===== config.mk =====
export PLATFORM = sky130hd
export DESIGN_NAME = otmr_timer
export DESIGN_NICKNAME = d
export VERILOG_FILES = /design/src/core/otmr_pkg.sv /design/src/core/otmr_timer.sv /design/src/core/otmr_prescale.sv
export SDC_FILE = /design/constraint.sdc
export NUM_CORES = 1
export LEC_CHECK = 0
export CORE_ASPECT_RATIO = 0.6
export CORE_UTILIZATION = 65
export DETAILED_ROUTE_END_ITERATION = 10
export DONT_BUFFER_PORTS = 1
export PLACE_DENSITY = 0.86
export SYNTH_ARGS = -nofsm -noshare
export SYNTH_HDL_FRONTEND = slang
export SYNTH_HIERARCHICAL = 1
export SYNTH_SLANG_ARGS = --single-unit

===== constraint.sdc =====
create_clock -name clk -period 2.7 [get_ports clk]
set_input_delay 0.135 -clock clk [delete_from_list [all_inputs] [get_ports clk]]
set_output_delay 0.135 -clock clk [all_outputs]
set_load 0.02 [all_outputs]

===== src/core/otmr_pkg.sv =====
// Package for the one-shot / PWM timer channel: mode encodings and counter constants.
// Assumes one 100 MHz clock; every slower count rate arrives as a one-cycle enable.
package otmr_pkg;

  // Counter width and handy counter values
  localparam int          OTMR_CNT_W      = 16;
  localparam logic [15:0] OTMR_CNT_ZERO   = 16'h0000;
  localparam logic [15:0] OTMR_CNT_ONE    = 16'h0001;
  localparam logic [15:0] OTMR_RELOAD_RST = 16'h0000;

  // PWM cycle lengths in units: 2^16-1 source periods, or 2^8-1 prescaled units
  localparam logic [15:0] OTMR_PWM16_CYCLE = 16'hffff;
  localparam logic [15:0] OTMR_PWM8_CYCLE  = 16'h00ff;
  localparam logic [7:0]  OTMR_BYTE_ZERO   = 8'h00;

  // Prescaler terminal counts for divide-by-8 and divide-by-32
  localparam logic [2:0]  OTMR_DIV8_LAST  = 3'h7;
  localparam logic [4:0]  OTMR_DIV32_LAST = 5'h1f;
  localparam logic [4:0]  OTMR_DIV_ONE    = 5'h01;
  localparam logic [4:0]  OTMR_DIV_RST    = 5'h00;

  // Operating mode
  typedef enum logic [0:0] {
    OTMR_MODE_ONESHOT = 1'b0,
    OTMR_MODE_PWM     = 1'b1
  } otmr_mode_t;

  // Count source for the selected count clock
  typedef enum logic [1:0] {
    OTMR_SRC_DIV1  = 2'b00,
    OTMR_SRC_DIV8  = 2'b01,
    OTMR_SRC_DIV32 = 2'b10,
    OTMR_SRC_SUB32 = 2'b11
  } otmr_src_t;

  // Hardware trigger source
  typedef enum logic [1:0] {
    OTMR_TRG_SW       = 2'b00,
    OTMR_TRG_PIN_FALL = 2'b01,
    OTMR_TRG_PIN_RISE = 2'b10,
    OTMR_TRG_OVF      = 2'b11
  } otmr_trg_t;

endpackage


===== src/core/otmr_timer.sv =====
// One timer channel in one-shot or pulse width modulation mode.
// Assumes all inputs are synchronous to clk and that wrStrobe and oneShotStart are one-cycle pulses.
`timescale 1ns/10ps
module otmr_timer
  import otmr_pkg::*;
(
  input  wire logic        clk,               // System clock, 100 MHz
  input  wire logic        rst_b,             // Synchronous reset, active low
  input  wire otmr_mode_t  modeSel,           // Operating mode
  input  wire otmr_src_t   srcSel,            // Count source
  input  wire otmr_trg_t   trigSel,           // Hardware trigger source
  input  wire logic        pwm8Sel,           // PWM width: 1 = 8-bit, 0 = 16-bit
  input  wire logic        pulseOutSel,       // One-shot: 1 = pin carries pulse
  input  wire logic        countStart,        // Count start flag
  input  wire logic        oneShotStart,      // One-shot start flag write, pulse
  input  wire logic        wrStrobe,          // Counter register write, pulse
  input  wire logic [15:0] wrData,            // Counter register write data
  input  wire logic        timerTriggerInPin, // Trigger input pin level
  input  wire logic        otherTimerOvf,     // Overflow pulse of another timer
  input  wire logic        subclockDiv32,     // Sub-clock divided by 32, enable
  output logic      [15:0] rdData,            // Counter register read data
  output logic             timerPulseOutPin,  // Pulse output pin level
  output logic             pulsePinSel,       // 1 = output pin driven by the timer
  output logic             irqPulse,          // Interrupt request, one cycle
  output logic             running            // Counting in progress
);

  // Channel state
  typedef struct packed {
    logic        running;  // Counting in progress
    logic        pulse;    // Pulse output level
    logic        irq;      // Interrupt request
    logic        pinSel;   // Output pin function
    logic        prevPin;  // Trigger pin level last cycle
    logic [15:0] reload;   // Reload register
    logic [15:0] cnt;      // Down counter
    logic [15:0] cyc;      // PWM cycle counter
    logic [7:0]  pre;      // 8-bit PWM unit prescaler
    logic [7:0]  mVal;     // Prescale value in use this period
  } otmr_state_t;

  otmr_state_t st_reg;     // Current state
  otmr_state_t st_next;    // Next state
  logic        countTick;  // Selected count clock enable
  logic        hwTrig;     // Hardware trigger event
  logic        trigEvt;    // Any one-shot trigger event

  ////////////////////////////////////////////////////////////////////////////////
  // Count clock selection
  otmr_prescale otmr_prescale_i
  (
    .clk           (clk),
    .rst_b         (rst_b),
    .srcSel        (srcSel),
    .subclockDiv32 (subclockDiv32),
    .countTick     (countTick)
  );

  ////////////////////////////////////////////////////////////////////////////////
  // Trigger decode
  always_comb
  begin
    case (trigSel)
      OTMR_TRG_PIN_FALL: hwTrig = st_reg.prevPin && !timerTriggerInPin;
      OTMR_TRG_PIN_RISE: hwTrig = !st_reg.prevPin && timerTriggerInPin;
      OTMR_TRG_OVF:      hwTrig = otherTimerOvf;
      default:           hwTrig = 1'b0;  // Pin is a plain port
    endcase
    trigEvt = hwTrig || oneShotStart;
  end

  ////////////////////////////////////////////////////////////////////////////////
  // Next-state logic
  always_comb
  begin
    logic [15:0] hiVal;  // High-phase length of a new PWM period
    logic        unit;   // PWM unit tick
    hiVal   = pwm8Sel ? {OTMR_BYTE_ZERO, st_reg.reload[15:8]} : st_reg.reload;
    unit    = countTick && (!pwm8Sel || st_reg.pre == OTMR_BYTE_ZERO);
    st_next = st_reg;
    st_next.irq     = 1'b0;
    st_next.prevPin = timerTriggerInPin;
    st_next.pinSel  = (modeSel == OTMR_MODE_PWM) || pulseOutSel;
    // Software write: counter follows only while stopped
    if (wrStrobe)
    begin
      st_next.reload = wrData;
      if (!st_reg.running)
      begin
        st_next.cnt = wrData;
      end
    end
    if (!countStart)
    begin
      // Clearing the flag stops either mode
      st_next.running = 1'b0;
      st_next.pulse   = 1'b0;
    end
    else if (modeSel == OTMR_MODE_ONESHOT)
    begin
      if (trigEvt)
      begin
        // Start, or restart from the reload value while counting
        st_next.running = 1'b1;
        st_next.cnt     = wrStrobe ? wrData : st_reg.reload;
        st_next.pulse   = pulseOutSel;
      end
      else if (st_reg.running && countTick)
      begin
        if (st_reg.cnt <= OTMR_CNT_ONE)
        begin
          // Reaching zero: reload, stop, request interrupt
          st_next.cnt     = st_reg.reload;
          st_next.running = 1'b0;
          st_next.pulse   = 1'b0;
          st_next.irq     = 1'b1;
        end
        else
        begin
          st_next.cnt = st_reg.cnt - OTMR_CNT_ONE;
        end
      end
    end
    else if (!st_reg.running ? (trigSel == OTMR_TRG_SW || hwTrig) : unit && st_reg.cyc <= OTMR_CNT_ONE)
    begin
      // New PWM period; triggers play no part once running
      st_next.running = 1'b1;
      st_next.cnt     = hiVal;
      st_next.cyc     = pwm8Sel ? OTMR_PWM8_CYCLE : OTMR_PWM16_CYCLE;
      st_next.mVal    = st_reg.reload[7:0];
      st_next.pre     = st_reg.reload[7:0];
      st_next.pulse   = (hiVal != OTMR_CNT_ZERO);
    end
    else if (st_reg.running && countTick)
    begin
      // Unit prescaler, 8-bit width only
      if (pwm8Sel)
      begin
        st_next.pre = unit ? st_reg.mVal : st_reg.pre - 8'h01;
      end
      if (unit)
      begin
        st_next.cyc = st_reg.cyc - OTMR_CNT_ONE;
        if (st_reg.cnt != OTMR_CNT_ZERO)
        begin
          st_next.cnt = st_reg.cnt - OTMR_CNT_ONE;
          if (st_reg.cnt == OTMR_CNT_ONE)
          begin
            // High phase ends: pulse falls and interrupt raised
            st_next.pulse = 1'b0;
            st_next.irq   = 1'b1;
          end
        end
      end
    end
  end

  // State register
  always_ff @(posedge clk)
  begin
    if (!rst_b)
    begin
      // Edge detector follows the pin through reset, so no false edge after release
      st_reg <= '{running: 1'b0, pulse: 1'b0, irq: 1'b0, pinSel: 1'b0, prevPin: timerTriggerInPin,
                  reload: OTMR_RELOAD_RST, cnt: OTMR_CNT_ZERO, cyc: OTMR_CNT_ZERO,
                  pre: OTMR_BYTE_ZERO, mVal: OTMR_BYTE_ZERO};
    end
    else
    begin
      st_reg <= st_next;
    end
  end

  ////////////////////////////////////////////////////////////////////////////////
  // Outputs, all from the state register
  assign rdData           = st_reg.reload;
  assign timerPulseOutPin = st_reg.pulse;
  assign pulsePinSel      = st_reg.pinSel;
  assign irqPulse         = st_reg.irq;
  assign running          = st_reg.running;

  logic osMode;  // One-shot mode held
  assign osMode = (modeSel == OTMR_MODE_ONESHOT);
endmodule // otmr_timer


===== src/core/otmr_prescale.sv =====
// Count clock selector: turns the system clock into one-cycle count enables.
// Assumes subclockDiv32 is already a one-cycle enable synchronous to clk.
`timescale 1ns/10ps
module otmr_prescale
  import otmr_pkg::*;
(
  input  wire logic      clk,            // System clock
  input  wire logic      rst_b,          // Synchronous reset, active low
  input  wire otmr_src_t srcSel,         // Count source choice
  input  wire logic      subclockDiv32,  // Sub-clock divided by 32, one-cycle enable
  output logic           countTick       // Selected count clock enable, registered
);

  // Divider state
  typedef struct packed {
    logic [4:0] div;   // Free-running divider
    logic       tick;  // Registered enable
  } otmr_pre_t;

  otmr_pre_t st_reg;   // Current state
  otmr_pre_t st_next;  // Next state

  ////////////////////////////////////////////////////////////////////////////////
  // Divider and source multiplexer
  always_comb
  begin
    st_next     = st_reg;
    st_next.div = st_reg.div + OTMR_DIV_ONE;
    case (srcSel)
      OTMR_SRC_DIV1:  st_next.tick = 1'b1;                              // Every cycle
      OTMR_SRC_DIV8:  st_next.tick = (st_reg.div[2:0] == OTMR_DIV8_LAST);  // One in eight
      OTMR_SRC_DIV32: st_next.tick = (st_reg.div == OTMR_DIV32_LAST);      // One in 32
      default:        st_next.tick = subclockDiv32;                     // Sub-clock rate
    endcase
  end

  // State register
  always_ff @(posedge clk)
  begin
    if (!rst_b)
    begin
      st_reg <= '{div: OTMR_DIV_RST, tick: 1'b0};
    end
    else
    begin
      st_reg <= st_next;
    end
  end

  assign countTick = st_reg.tick;

endmodule // otmr_prescale


### After elaboration in Yosys (flattened, before gate mapping)

Index checks and enable logic that the tools add are counted.
Widths: inputs -> output; s select.

* muxes and demuxes: 33
* $lt $le $gt $ge: 2
* add/sub/neg operators: 4
* equal/unequal tests: 13
* reductions and logical operators: 28

Operators by type and width (count)
* $mux 16: 10
* $mux 40: 2
* $mux 32: 2
* $mux 48: 1
* $le 16x1->1 const B: 2
* $reduce_bool 16->1: 2
* $sub 16x1->16 const B: 2
* $mux 8: 3
* $eq 16x1->1 const B: 1
* $ne 3x1->1 const B: 4
* $mux 2: 5
* $mux 3: 3
* $logic_not 8->1: 1
* $reduce_and 4->1: 2
* $sub 8x1->8 const B: 1
* $eq 2x2->1 const B: 3
* $pmux 1 s3: 2
* $reduce_and 3->1: 2
* $reduce_and 6->1: 1
* $reduce_bool 2->1: 3
* $reduce_bool 3->1: 2
* $add 5x1->5 const B: 1
* $eq 5x5->1 const B: 1
* $logic_and 1x1->1: 5
* 8 further kinds: 19

* bits of input ports: 31
* output and inout bits: 20
* register bits after elaboration: 75

### Logic depth before layout (Yosys ltp)

* depth in word-level cells: 9
* mapped depth: 11
* gate-level depth less buffers: 9

### Cells and area by module

The synthesis kept the hierarchy.

By module, submodules not included
* otmr_timer: cells an instance 655, times used 1, area an instance 4918.5 sq um, seq. area each 1381.3 sq um
* otmr_prescale: cells an instance 22, times used 1, area an instance 250.2 sq um, seq. area each 120.1 sq um

### Worst setup path after synthesis

Ideal clock, no wire load.

* path type: flip-flop to flip-flop
* start: register st_reg[8] (netlist name)
* end: register st_reg[35] (netlist name)
* period minus slack after synthesis: 2.369 ns
* path slack: 0.331 ns
* data arrival time: 2.225 ns
* setup time: 0.144 ns
* cell stages (with the launch flop): 11
* cells stage by stage: dfxtp_1 -> inv_1 -> ha_1 -> or4b_4 -> o41ai_4 -> nand2_4 -> a21o_1 -> buf_6 -> buf_6 -> o211ai_2 -> o2111ai_1

* word-level cells in the longest chain between the ends: 8

RTL lines
* start, declared: RTL line otmr_timer.sv:42 `otmr_state_t st_reg;`
* start signal, assigned: RTL line otmr_timer.sv:164 `st_reg <= '{running: 1'b0, pulse: 1'b0, irq: 1'b0, pinSel: 1'b0, prevPin: timerTriggerInPin,`
* start signal, assigned: RTL line otmr_timer.sv:170 `st_reg <= st_next;`
* $logic_not 8->1 (*): RTL line otmr_timer.sv:79 `unit = countTick && (!pwm8Sel || st_reg.pre == OTMR_BYTE_ZERO);`
* $logic_or 1x1->1 (*): RTL line otmr_timer.sv:79
* $logic_and 1x1->1 (*): RTL line otmr_timer.sv:79
* $mux 32 / $logic_and 1x1->1 (equally long branches): RTL line otmr_timer.sv:141, otmr_timer.sv:124
* $mux 40 / $mux 1 (equally long branches): RTL line otmr_timer.sv:134, otmr_timer.sv:124
* $mux 40 (*): RTL line otmr_timer.sv:124 `else if (!st_reg.running ? (trigSel == OTMR_TRG_SW || hwTrig) : unit && st_reg.cyc <= OTMR_CNT_ONE)`
* $mux 16 (*): RTL line otmr_timer.sv:99 `else if (modeSel == OTMR_MODE_ONESHOT)`
* $mux 48 (*): RTL line otmr_timer.sv:93 `if (!countStart)`

Every way passes the cells marked *; elsewhere a longest branch is shown, timed or not. The select of a mux whose other input is x is not followed.
A chain may end at the register's enable or synchronous reset.

### Worst setup path in the final report

* start: register st_reg[42] (netlist name)
* end: register st_reg[46] (netlist name)

* word-level cells in the longest chain between the ends: 7

RTL lines
* $sub 16x1->16 / $reduce_bool 16->1 (equally long branches): RTL line otmr_timer.sv:120, otmr_timer.sv:146, otmr_timer.sv:144
* $mux 16: RTL line otmr_timer.sv:144 `if (st_reg.cnt != OTMR_CNT_ZERO)`
* $mux 32: RTL line otmr_timer.sv:141 `if (unit)`
* $mux 40: RTL line otmr_timer.sv:134 `else if (st_reg.running && countTick)`
* $mux 40: RTL line otmr_timer.sv:124
* $mux 16 (*): RTL line otmr_timer.sv:99
* $mux 48 (*): RTL line otmr_timer.sv:93

Marks and branches as above.

==> metrics.md <==
| Metric | Value |
|---|---|
| Status | completed |
| Distinct cells, synth | 70 |
| Port Buffers | 0 |
| Slew HR | 32.4% |
| Syn avg cell area | 7.63 um2 |
| Hold Path Class | input port to register |
| Starting Density | 69.1% |
| Drt pass-1 iters | 5 |
| Clk buf depth | 2 |
| Yosys top cell by area | dfxtp_1 |
| Post-synth EDFFs | 0 |
| Synth Instances | 677 |
| Clk_skew | 10.6 ps |
| Reg2reg start | st_reg[42]$_SDFF_PN0_ |
| Setup violations, final | 0 |
| Num rows | 24 |
| Max Cap Viol | 0 |
| Pwr Total | 3.59 mW |
| Skew-Pair Late Insertion Delay | 350 ps |
| Share of layout cells above drive strength 1 | 12.0% |
| Drt wl/cell | 21.7 um |
| LEAKAGE | 2.38 nW |
| Max Fclk | 0.379 GHz |
| Final min period | 2640 ps |
| CP Launch Point | st_reg[42]$_SDFF_PN0_ |
| Worst slack, placed | 169 ps |
| Post-synthesis sequential area ratio | 29.0% |
| Hold Path Origin | wrStrobe |
| All-Layer GR Usage | 43.4% |
| Vias | 5624 |
| Largest net degree at the start of global routing | 33 |
| Final hold violation count | 0 |
| Hold Path Stages | 2 |
| GPL Wtd Cong | 0.977 |
| CP Class | register to register |
| DRT Wirelength | 17.2 mm |
| Die ar. | 8320 um2 |
| CTS Buf Count | 9 |
| Asr flop ratio synth | 0% |
| Core area | 7480 um2 |
| Worst Setup End Kind | register |
| Syn Nets | 717 |
| Detailed Route Iter0 Violations | 770 |
| Synth Cell Area | 5170 um2 |
| Actual slew at the worst max-slew pin | 1010 ps |
| DIE WIDTH | 117 um |
| Nets | 727 |
| VDD IR max | 0.402 mV |
| Clk slew on worst S/H paths | 60 ps |
| R2R setup slack | 60 ps |
| R2R cell count | 8 |
| Io pins | 51 |
| Element type at the critical path start | register |
| Routed Antenna Nets | 0 |
| Synth warnings | 6 |
| Post-route DRC violation count | 0 |
| Post-CTS setup repair buffer count | 0 |
| Placed Instances | 757 |
| Slew Viols, Final | 0 |
| Number of global-route vias before repair | 5322 |
| Synthesis-to-layout area growth | 13.2% |
| Required @ worst endpoint | 2910 ps |
| H-tree Lvls | 3 |
| Initial antenna violation count | 0 |
| Gr ovfl total | 0 |
| Final Non-Filler Cells | 795 |
| Top post-synthesis cells by area | dfxtp_1, mux2i_1, nor2_1 |
| Number of clock sinks | 75 |
| Placed wire-length estimate | 11.2 mm |
| Main synth FF type | dfxtp_1 |
| Final-layout fill cell count | 535 |
| Post-synth top area share | 29.0% |
| Worst EP arrival | 2850 ps |
| TritonCTS clock tree | built |
| Slack of the critical path | 58.9 ps |
| Vias per cell | 7.07 |
| Die H | 71.1 um |
| First-pass GRT wire length | 27.1 mm |
| Root buf cell | clkbuf_16 |
| Tcrit/Tclk final | 97.8% |
| Ant. Diodes | 0 |
| Seq cells post-synth | 75 |
| Max FO, Critical Path | 9 |
| PwrDens | 613 nW/um2 |
| Max FFs per register | 49 |
-- critical path, stage by stage (launching register included) --
cell and delay (ps):
dfxtp_1 370, nor4_1 430, and2_0 410, nand3_2 310
buf_4 280, nor2_1 90, a211oi_1 60, o311ai_0 380
o211ai_1 180
-- synthesized netlist by cell type, types with 4 or more instances --
cell type / number
a22oi_1: 8
o22ai_1: 9
o21ai_0: 47
buf_4: 16
nand3_1: 23
a21oi_1: 49
nand2b_1: 10
and3_1: 5
and2_1: 6
buf_2: 11
a31oi_1: 8
a211oi_1: 8
clkbuf_1: 30
mux2i_1: 36
a21o_1: 4
nand3b_1: 8
dfxtp_1: 75
mux2_2: 7
o2111ai_1: 5
o211ai_1: 10
nor2_1: 83
o311ai_0: 9
xnor2_1: 9
ha_1: 9
nand2_1: 64
nor3_1: 33
inv_1: 12
xor2_1: 9
nor4_1: 6
nor3b_1: 4
-- layout by cell type, fill, tap and decap left out, types with 10 or more instances in the layout --
cell / synthesis / routed
nor3_1: 33 / 33
buf_4: 16 / 37
nor2_1: 83 / 83
nand3_1: 23 / 23
inv_1: 12 / 12
o211ai_1: 10 / 10
a21oi_1: 49 / 49
nand2b_1: 10 / 10
mux2i_1: 36 / 36
dfxtp_1: 75 / 75
nand2_1: 64 / 64
dlygate4sd3_1: 0 / 22
o21ai_0: 47 / 47
-- power by group --
part / switching (mW) / internal, mW
clock: 0.493 / 0.855
combinational: 0.564 / 0.374
sequential: 0.123 / 1.18
total: 1.18 / 2.41
-- path summary, 6_finish.rpt --
kind,endpoint
setup / recovery,st_reg[46]$_SDFF_PN0_
hold / removal,rdData[11]$_SDFFE_PN0P_
setup reg to reg,st_reg[46]$_SDFF_PN0_
hold reg to reg,otmr_prescale_i/st_reg[1]$_SDFF_PN0_
-- layer usage --
metal / vias up / global-route usage (%) / share of wire [%] / routed length [um]
li1: 2477 / - / - / -
met1: 2545 / 58.9 / 41 / 7050
met2: 504 / 62.1 / 40 / 6890
met3: 98 / 16.0 / 16 / 2680
met4: 0 / 17.6 / 3.5 / 604
met5: - / 0 / 0 / 0
-- cell type report --
type / instances / area, um2 / area share [%]
Inverter: 12 / 45.0 / 0.770
Timing Repair Buffer: 61 / 538 / 9.20
Multi-Input combinational cell: 528 / 3310 / 56.6
Sequential cell: 75 / 1500 / 25.7
Tap cell: 104 / 130 / 2.22
Clock inverter: 4 / 73.8 / 1.26
Clock buffer: 11 / 253 / 4.32
-- metrics by stage --
stage,util (%),TNS [ps],hold slack [ps],area [um2]
floorplan,-,0,163,5170
global placement,70.4,0,163,5270
detailed placement,70.4,0,163,5270
CTS,78.0,0,0.992,5830
global route,78.2,-41.5,17.4,5850
finish,78.2,0,2.83,5850
-- what timing repair did --
| item | 4_1_cts | 5_1_grt |
|---|---|---|
| setup endpoints to repair | 0 | 3 |
| hold buffers | 23 | 0 |
| resized for setup | 0 | 3 |
| endpoints found under the hold margin | 51 | 0 |
-- cell families (layout without fill, tap and decap cells) --
kind of cell,Yosys count,in the layout,share of synthesized area [%]
buf+inv,74,88,7.24
flops,75,75,29.0
fa+ha+maj,9,9,2.18
mux,43,43,8.50
compound gates,190,190,24.5
xor+xnor,18,18,3.05
simple gates,268,268,25.5
Power figures use the tool's default switching activity.
